--- config.mk ---
export PLATFORM = sky130hd
export DESIGN_NAME = rspm_top
export DESIGN_NICKNAME = d
export VERILOG_FILES = /design/src/hdl/rspm_pkg.sv /design/src/hdl/rspm_regu.sv /design/src/hdl/rspm_top.sv
export SDC_FILE = /design/constraint.sdc
export NUM_CORES = 1
export LEC_CHECK = 0
export BUFFER_PORTS_ARGS = -buffer_cell sky130_fd_sc_hd__clkbuf_2
export CAP_MARGIN = 20
export CORE_ASPECT_RATIO = 1.4
export CORE_UTILIZATION = 45
export DETAILED_ROUTE_END_ITERATION = 6
export GPL_TIMING_DRIVEN = 0
export PLACE_DENSITY = 0.81
export SYNTH_ARGS = -nofsm -noshare
export SYNTH_HDL_FRONTEND = slang
export SYNTH_HIERARCHICAL = 1
export SYNTH_SLANG_ARGS = --single-unit
export TNS_END_PERCENT = 5
--- constraint.sdc ---
create_clock -name mclk_i -period 2.11 [get_ports mclk_i]
set_input_delay 0.5275 -clock mclk_i [delete_from_list [all_inputs] [get_ports mclk_i]]
set_output_delay 0.5275 -clock mclk_i [all_outputs]
set_load 0.02 [all_outputs]
--- src/hdl/rspm_pkg.sv ---
// Constants for the reset source and power mode controller.
// Assumes a 32-bit classic Wishbone slave with word-aligned registers.
package rspm_pkg;
   // ----------------------------------------------------------------
   // Register byte offsets
   // ----------------------------------------------------------------
   localparam logic [7:0] RSPM_OFS_FLAGS = 8'h00;
   localparam logic [7:0] RSPM_OFS_CFG = 8'h04;
   localparam logic [7:0] RSPM_OFS_PMODE = 8'h08;
   localparam logic [7:0] RSPM_OFS_REG = 8'h0C;
   localparam logic [7:0] RSPM_OFS_BOOT = 8'h10;
   localparam logic [7:0] RSPM_OFS_SWRST = 8'h14;
   // ----------------------------------------------------------------
   // Reset source flag positions
   // ----------------------------------------------------------------
   localparam int RSPM_F_PIN = 0;
   localparam int RSPM_F_POWER_ON = 1;
   localparam int RSPM_F_BROWNOUT = 2;
   localparam int RSPM_F_WDOG = 3;
   localparam int RSPM_F_SOFT = 4;
   localparam int RSPM_F_BREAK = 5;
   localparam int RSPM_NSRC = 6;
   // ----------------------------------------------------------------
   // Field positions and reset values
   // ----------------------------------------------------------------
   localparam int RSPM_B_PIN_EN = 0;
   localparam int RSPM_B_LOWCUR = 0;
   localparam int RSPM_B_HSRDY = 1;
   localparam int RSPM_B_BOOT_STATUS0 = 0;
   localparam logic [7:0] RSPM_BOOT_VEC_RST = 8'h1F;
   localparam logic [7:0] RSPM_VEC_LOW = 8'h00;
   localparam logic [15:0] RSPM_VEC_ZERO = 16'h0000;
   localparam logic [RSPM_NSRC-1:0] RSPM_FLAGS_POR = 6'h06;
   localparam logic [31:0] RSPM_SWRST_KEY = 32'h0000_00A5;
   // ----------------------------------------------------------------
   // Timing: regulator settle time and reset stretch
   // ----------------------------------------------------------------
   localparam int RSPM_CLK_MHZ = 25;
   localparam int RSPM_HS_SETTLE_NS = 2000;
   localparam int RSPM_HS_CYC = (RSPM_HS_SETTLE_NS * RSPM_CLK_MHZ + 999)
      / 1000;
   localparam int RSPM_RST_STRETCH_CYC = 16;
   // Power modes
   typedef enum logic [1:0] {
      RSPM_RUN, RSPM_IDLE, RSPM_PD, RSPM_TPD
   } rspm_mode_t;
endpackage

--- src/hdl/rspm_regu.sv ---
// Regulator mode switch with high-speed ready handshake.
// Assumes low_sel_i comes from a register in the same clock domain.
`timescale 1ns/10ps
module rspm_regu (
   input wire logic mclk_i,
   input wire logic nrst_i,
   input wire logic por_i,
   input wire logic low_sel_i,
   output logic hs_ready_o
);
   import rspm_pkg::*;
   logic [7:0] cnt;
   logic [7:0] next_cnt;
   logic next_ready;
   // Settle counter runs only while heading back to high speed
   assign next_cnt = low_sel_i ? 8'(RSPM_HS_CYC)
      : (cnt != 8'h00 ? cnt - 8'h01 : 8'h00);
   assign next_ready = !low_sel_i && (cnt == 8'h00);
   always_ff @(posedge mclk_i) begin
      if (!nrst_i || por_i) begin
         cnt <= 8'h00;
         hs_ready_o <= 1'b1;
      end else begin
         cnt <= next_cnt;
         hs_ready_o <= next_ready;
      end
   end
endmodule

--- src/hdl/rspm_top.sv ---
// Reset source gathering, reset flags, boot vector and power modes.
// Assumes all inputs synchronous to mclk_i; nrst_i is chip power-on.
//
// Summary of operation
// - power-on detect holds the device in full reset; power_up_i here keeps reset_pin_enable, boot_vec and boot_status_byte0
// - power-on flag sets at power-up, stays until software clears
// - six reset sources: pin, power-on, brownout, watchdog, soft, break
// - each source has its own readable flag, several may be set
// - writing 0 to a flag bit clears that flag
// - power-on reset sets power-on and brownout flags, clears others
// - watchdog reset behaves like power-on for the flags
// - other resets set own flag and keep uncleared flags
// - reset pin enable 1 makes shared pin an active-low reset
// - during power-up the pin always resets; nothing else overrides
// - fetch address is zero or boot vector high byte, 00 low
// - boot address after break, boot status bit 0, or forced programming
// - idle keeps peripherals, leaves on enabled interrupt or reset
// - power-down stops oscillator, brownout off, exits on reset/wake
// - RC oscillator off in power-down unless system clock and RTC
// - total power-down also disables comparators and RC oscillator
// - regulators high speed after power-on
// - clear low-current select then poll high-speed ready
//
// Our own choices: the register offsets and register access over Wishbone.
`timescale 1ns/10ps
module rspm_top (
   input wire logic mclk_i,
   input wire logic nrst_i,
   // Wishbone classic slave
   input wire logic wb_cyc_i,
   input wire logic wb_stb_i,
   input wire logic wb_we_i,
   input wire logic [7:0] wb_adr_i,
   input wire logic [3:0] wb_sel_i,
   input wire logic [31:0] wb_dat_i,
   output logic [31:0] wb_dat_o,
   output logic wb_ack_o,
   // Reset sources, boot force, wake and clock status inputs
   input wire logic power_up_i,
   input wire logic shared_reset_pin_i,
   input wire logic brownout_i,
   input wire logic wdog_rst_i,
   input wire logic break_rst_i,
   input wire logic prog_force_i,
   input wire logic wake_irq_i,
   input wire logic pd_wake_i,
   input wire logic rc_is_sysclk_i,
   input wire logic rtc_en_i,
   // Outputs
   output logic core_rst_o,
   output logic [15:0] fetch_addr_o,
   output logic pin_gpio_o,
   output logic periph_run_o,
   output logic osc_run_o,
   output logic rc_osc_run_o,
   output logic brownout_en_o,
   output logic comp_en_o,
   output logic low_current_o,
   output rspm_pkg::rspm_mode_t mode_o
);
   import rspm_pkg::*;

   // ----------------------------------------------------------------
   // Registers
   // ----------------------------------------------------------------
   logic [RSPM_NSRC-1:0] flags;
   logic reset_pin_enable;
   logic low_current_select;
   logic [7:0] boot_vec;
   logic boot_status_byte0;
   logic [4:0] stretch;
   logic soft_req;
   logic hs_ready;
   logic boot_pick;
   rspm_mode_t mode;

   // ----------------------------------------------------------------
   // Bus decode
   // ----------------------------------------------------------------
   wire bus_req = wb_cyc_i && wb_stb_i && !wb_ack_o;
   wire wr = bus_req && wb_we_i && wb_sel_i[0];
   wire wr_flags = wr && wb_adr_i == RSPM_OFS_FLAGS;
   wire wr_cfg = wr && wb_adr_i == RSPM_OFS_CFG;
   wire wr_mode = wr && wb_adr_i == RSPM_OFS_PMODE;
   wire wr_reg = wr && wb_adr_i == RSPM_OFS_REG;
   wire wr_boot = wr && wb_adr_i == RSPM_OFS_BOOT;
   wire wr_soft = bus_req && wb_we_i && wb_sel_i == 4'hF
      && wb_adr_i == RSPM_OFS_SWRST && wb_dat_i == RSPM_SWRST_KEY;

   // ----------------------------------------------------------------
   // Reset source gathering
   // ----------------------------------------------------------------
   // power-on detect resets
   wire por = !nrst_i || power_up_i;
   wire pin_rst = !shared_reset_pin_i && (reset_pin_enable || power_up_i);
   // Brownout detection is gated off in the deep modes
   wire bo_rst = brownout_i && brownout_en_o;
   wire any_rst = por || pin_rst || bo_rst || wdog_rst_i || soft_req
      || break_rst_i;
   wire por_like = por || wdog_rst_i;

   // Flag set vector for warm resets
   wire [RSPM_NSRC-1:0] warm_set = {break_rst_i, soft_req, wdog_rst_i,
      bo_rst, 1'b0, pin_rst};
   wire [RSPM_NSRC-1:0] keep_mask = wr_flags ? wb_dat_i[RSPM_NSRC-1:0]
      : {RSPM_NSRC{1'b1}};
   wire [RSPM_NSRC-1:0] next_flags = (flags & keep_mask) | warm_set;

   always_ff @(posedge mclk_i) begin
      if (!nrst_i) begin
         flags <= RSPM_FLAGS_POR;
      end else if (por_like) begin
         flags <= RSPM_FLAGS_POR;
      end else begin
         flags <= next_flags;
      end
   end

   // Reset stretch keeps the core down a fixed time after a source goes
   always_ff @(posedge mclk_i) begin
      if (!nrst_i) begin
         stretch <= 5'(RSPM_RST_STRETCH_CYC);
      end else if (any_rst) begin
         stretch <= 5'(RSPM_RST_STRETCH_CYC);
      end else if (stretch != 5'h00) begin
         stretch <= stretch - 5'h01;
      end
   end

   // Software reset is a one-cycle request
   always_ff @(posedge mclk_i) begin
      if (!nrst_i) begin
         soft_req <= 1'b0;
      end else begin
         soft_req <= wr_soft;
      end
   end

   // Core reset follows any source or the stretch
   always_ff @(posedge mclk_i) begin
      if (!nrst_i) begin
         core_rst_o <= 1'b1;
      end else begin
         core_rst_o <= any_rst || stretch != 5'h00;
      end
   end

   // ----------------------------------------------------------------
   // Configuration registers
   // ----------------------------------------------------------------
   // Config bits survive warm resets and power_up_i; only nrst_i restores them
   always_ff @(posedge mclk_i) begin
      if (!nrst_i) begin
         reset_pin_enable <= 1'b0;
         boot_vec <= RSPM_BOOT_VEC_RST;
         boot_status_byte0 <= 1'b0;
      end else begin
         if (wr_cfg) begin
            reset_pin_enable <= wb_dat_i[RSPM_B_PIN_EN];
         end
         if (wr_boot) begin
            boot_status_byte0 <= wb_dat_i[RSPM_B_BOOT_STATUS0];
            boot_vec <= wb_dat_i[15:8];
         end
      end
   end

   // low current only in run or idle
   always_ff @(posedge mclk_i) begin
      if (!nrst_i || por) begin
         low_current_select <= 1'b0;
      end else if (wr_reg) begin
         low_current_select <= wb_dat_i[RSPM_B_LOWCUR];
      end
   end

   rspm_regu u_regu (
      .mclk_i(mclk_i),
      .nrst_i(nrst_i),
      .por_i(por),
      .low_sel_i(low_current_select),
      .hs_ready_o(hs_ready)
   );

   // ----------------------------------------------------------------
   // Boot vector choice
   // ----------------------------------------------------------------
   // boot address conditions
   assign boot_pick = break_rst_i || boot_status_byte0
      || (power_up_i && prog_force_i);
   always_ff @(posedge mclk_i) begin
      if (!nrst_i) begin
         fetch_addr_o <= RSPM_VEC_ZERO;
      end else if (any_rst) begin
         fetch_addr_o <= boot_pick ? {boot_vec, RSPM_VEC_LOW}
            : RSPM_VEC_ZERO;
      end
   end

   // ----------------------------------------------------------------
   // Power modes
   // ----------------------------------------------------------------
   wire [1:0] req_mode = wb_dat_i[1:0];
   wire exit_idle = mode == RSPM_IDLE && wake_irq_i;
   wire exit_pd = (mode == RSPM_PD || mode == RSPM_TPD) && pd_wake_i;
   always_ff @(posedge mclk_i) begin
      if (!nrst_i) begin
         mode <= RSPM_RUN;
      end else if (any_rst || exit_idle || exit_pd) begin
         mode <= RSPM_RUN;
      end else if (wr_mode && mode == RSPM_RUN) begin
         mode <= rspm_mode_t'(req_mode);
      end
   end

   // Mode-driven enables, registered for clean outputs
   wire deep = mode == RSPM_PD || mode == RSPM_TPD;
   wire next_rc = mode == RSPM_TPD ? 1'b0
      : (mode == RSPM_PD ? (rc_is_sysclk_i && rtc_en_i) : 1'b1);
   always_ff @(posedge mclk_i) begin
      if (!nrst_i) begin
         periph_run_o <= 1'b1;
         osc_run_o <= 1'b1;
         rc_osc_run_o <= 1'b1;
         brownout_en_o <= 1'b1;
         comp_en_o <= 1'b1;
         low_current_o <= 1'b0;
         mode_o <= RSPM_RUN;
         pin_gpio_o <= 1'b1;
      end else begin
         periph_run_o <= !deep;
         osc_run_o <= !deep;
         rc_osc_run_o <= next_rc;
         brownout_en_o <= !deep;
         comp_en_o <= mode != RSPM_TPD;
         low_current_o <= low_current_select && !deep;
         mode_o <= mode;
         pin_gpio_o <= shared_reset_pin_i;
      end
   end

   // ----------------------------------------------------------------
   // Bus read and ack
   // ----------------------------------------------------------------
   wire [31:0] rd_mux =
      wb_adr_i == RSPM_OFS_FLAGS ? {26'h0, flags} :
      wb_adr_i == RSPM_OFS_CFG ? {31'h0, reset_pin_enable} :
      wb_adr_i == RSPM_OFS_PMODE ? {30'h0, mode} :
      wb_adr_i == RSPM_OFS_REG ? {30'h0, hs_ready, low_current_select} :
      wb_adr_i == RSPM_OFS_BOOT ? {16'h0, boot_vec, 7'h00,
         boot_status_byte0} : 32'h0000_0000;
   always_ff @(posedge mclk_i) begin
      if (!nrst_i) begin
         wb_ack_o <= 1'b0;
         wb_dat_o <= 32'h0000_0000;
      end else begin
         wb_ack_o <= bus_req;
         wb_dat_o <= bus_req ? rd_mux : 32'h0000_0000;
      end
   end
endmodule

==> impl_metrics.tcl <==
set metrics [dict create \
    die_h_um 95.6 \
    die_w_um 68.8 \
    wl_um 6380 \
    hp-start "shared_reset_pin_i" \
    reg2reg_from "u_regu/cnt[0]" \
    clk_pin_slew_ns 0.07 \
    cts_hold_buf 0 \
    hold_ws_ns 0.420 \
    arrival_ns 2.13 \
    required_ns 2.38 \
    ys_warn_count 6 \
    clock_skew_ns 0.0106 \
    hold_viol 0 \
    antenna_found_initial 0 \
    crit_chain "clkbuf_2 > clkbuf_1 > nand2b_1 > or3b_2 > a21o_1 > nor2_1" \
    netlist_area_mm2 0.00281 \
    syn_area_per_cell_um2 9.84 \
    setup_viol 0 \
    clkLatencyLatePin_ns 0.34 \
    timing.rr.end "u_regu/cnt[5]" \
    drive_above_1_share_pct 36.9 \
    drc 0 \
    path_buf_inv 2 \
    cp-end-kind "flip-flop" \
    synthFlopType "dfxtp_1" \
    core_area_mm2 0.00595 \
    synth-seq-area-share_pct 46.2 \
    p_per_area_mw_per_mm2 697 \
    r2r_cells 5 \
    holdPathEnd "pin_gpio_o" \
    dp_slack_ns -0.0664 \
    timing.fmax_mhz 538 \
    synth_cells 286 \
    hold_depth 2 \
    final_cell_area_mm2 0.00365 \
    area_delta_synth_final_pct 29.7 \
    hold_path_class "input port to flip-flop" \
    relSlewSlack_pct 56.9 \
    startpoint_type "input port" \
    cts_resized 0 \
    multi_input_area_mm2 0.00132 \
    grt_first_pass_wirelength_um 9740 \
    port_buffers 90 \
    fin_crit_sh_pct 88.1 \
    initial_utilization_pct 47.3 \
    dp_hpwl_um 4950 \
    num_vias 2437 \
    drv_slew 0 \
    period_minus_slack_ns 1.86 \
    total_power_mw 2.54 \
    peakVddDrop_mv 0.305 \
    tightestPinTransition_ns 0.642 \
    root_buffer "clkbuf_8" \
    postPlaceCellArea_mm2 0.00345 \
    cap_violations 0 \
    synth-edff-count 0 \
    path_max_fanout 10 \
    cts_setup_buffers 0 \
    fin_tns_setup_ns 0 \
    overflow 0 \
    drtAntennaViolNets 0 \
    n_fill_cell 512 \
    synth.distinct_cells 56 \
    clock_path_buffers 2 \
    crit_slowest_cell "or3b_2" \
    first_iter_violations 124 \
    htree_levels 3 \
    cp_top_family "simple AND/OR/NAND/NOR gates" \
    async_flop_share_pct 0 \
    crit_type "input port to flip-flop" \
    p_leak_nw 1.70 \
    gp_congestion 0.894 \
    seq_area_mm2 0.00130 \
    rsz0062_at_grt "no" \
    rows 33 \
    vias_per_cell 5.00 \
    wl_per_cell_um 13.1 \
    grt_pass1_vias 2144 \
    setup_ws_ns 0.251 \
    synth-seq-cells 65 \
    grt_usage_pct 20.2 \
    grt_max_degree 13 \
    cts_tree "done" \
    critPathMaxStageDelay_ns 0.51 \
    fp.dieArea_mm2 0.00658 \
    io_pins 118 \
    dr.pass1.iters 4 \
    fin_nets 475 \
    outcome "complete, no violations" \
    cts_made_buffers 9 \
    antennaDiodeCount 0 \
    cts_num_sinks 65 \
    reg2reg_slack_ns 0.41 \
]
==> through the flow <==
step | utilization [%] | std cells
6_report | 61.4 | 487
5_1_grt | 61.4 | 487
4_1_cts | 61.4 | 487
3_5_place_dp | 58.0 | 471
3_3_place_gp | 58.0 | 471
2_1_floorplan | - | 311
==> cells by family (layout without fill, tap and decap cells) <==
logic type	Yosys count	count (layout)	share of synthesized area, %
compound gates	47	47	11.4
xor+xnor	6	6	1.87
fa+ha+maj	4	4	1.78
buf+inv	42	148	10.3
flops	65	65	46.2
mux	11	11	3.91
other cells	1	26	0.133
simple gates	110	110	24.3
==> synth_stat cells, types with 4 or more instances <==
| cell | number | area, µm² |
|---|---|---|
| nand2_1 | 19 | 71.3 |
| ha_1 | 4 | 50.1 |
| mux2i_1 | 11 | 110 |
| nand4_1 | 5 | 31.3 |
| nor2_1 | 18 | 67.6 |
| a22o_1 | 8 | 70.1 |
| nor4_1 | 8 | 50.1 |
| nor3_1 | 5 | 25.0 |
| xnor2_1 | 5 | 43.8 |
| o21ai_0 | 13 | 65.1 |
| dfxtp_1 | 65 | 1300 |
| and2_1 | 16 | 100 |
| inv_1 | 10 | 37.5 |
| buf_4 | 29 | 218 |
| nand3_1 | 6 | 30.0 |
| a21oi_1 | 11 | 55.1 |
==> metal layers <==
| metal | up-vias | share of wire, % | wire, µm | global-route usage (%) |
|---|---|---|---|---|
| met5 | - | 0 | 0 | 0 |
| met4 | 0 | 1.6 | 105 | 7.82 |
| met3 | 11 | 5.4 | 347 | 5.74 |
| met2 | 91 | 53 | 3400 | 35.7 |
| met1 | 1118 | 40 | 2530 | 22.2 |
| li1 | 1217 | - | - | - |
==> layout by cell type, fill, tap and decap left out, types with 3 or more instances in the layout <==
| master | instances |
|---|---|
| nor2_1 | 18 |
| nor3_1 | 5 |
| and2_1 | 16 |
| xnor2_1 | 5 |
| a21oi_1 | 11 |
| nand3_1 | 6 |
| clkbuf_8 | 10 |
| and3_2 | 3 |
| ha_1 | 4 |
| inv_1 | 10 |
| nor4_1 | 8 |
| clkbuf_2 | 90 |
| clkinvlp_4 | 3 |
| nor3b_1 | 3 |
| a22o_1 | 8 |
| nand4_1 | 5 |
| or4_1 | 3 |
| o21ai_0 | 13 |
| buf_4 | 29 |
| mux2i_1 | 11 |
| dfxtp_1 | 65 |
| nand2_1 | 19 |
| conb_1 | 26 |
==> how the worst max path moves through the flow <==
stage	start	endpoint	slack (ns)	depth (start not counted)
global route	nrst_i	u_regu/cnt[2]	0.16	6
detailed placement	nrst_i	u_regu/cnt[3]	-0.07	6
CTS	nrst_i	u_regu/cnt[2]	0.26	6
finish	nrst_i	u_regu/cnt[2]	0.25	6
floorplan	nrst_i	u_regu/cnt[2]	0.43	5
global placement	nrst_i	u_regu/cnt[3]	-0.03	6
==> report_power, final <==
part           switching (mW)  total [mW]  internal (mW)
sequential            0.00642        1.24           1.24
clock                   0.479        1.06          0.579
combinational           0.136       0.242          0.106
total                   0.621        2.54           1.92
==> registers in the layout (all words and copies together), names as in the netlist, 2 cells and up <==
register	flops
mode_o	2
mode	2
stretch	5
fetch_addr_o	8
boot_vec	8
u_regu/cnt	8
flags	6
wb_dat_o	14
==> layout make-up <==
cell class | count | share of cell area, %
clock inverter | 6 | 1.82
tap | 70 | 2.40
sequential | 65 | 35.7
multi-input combinational | 204 | 36.1
clock buffer | 10 | 3.77
inverter | 10 | 1.03
buffer | 32 | 6.92
timing repair buffer | 90 | 12.3
No activity file was read; power rests on OpenSTA's default activity.
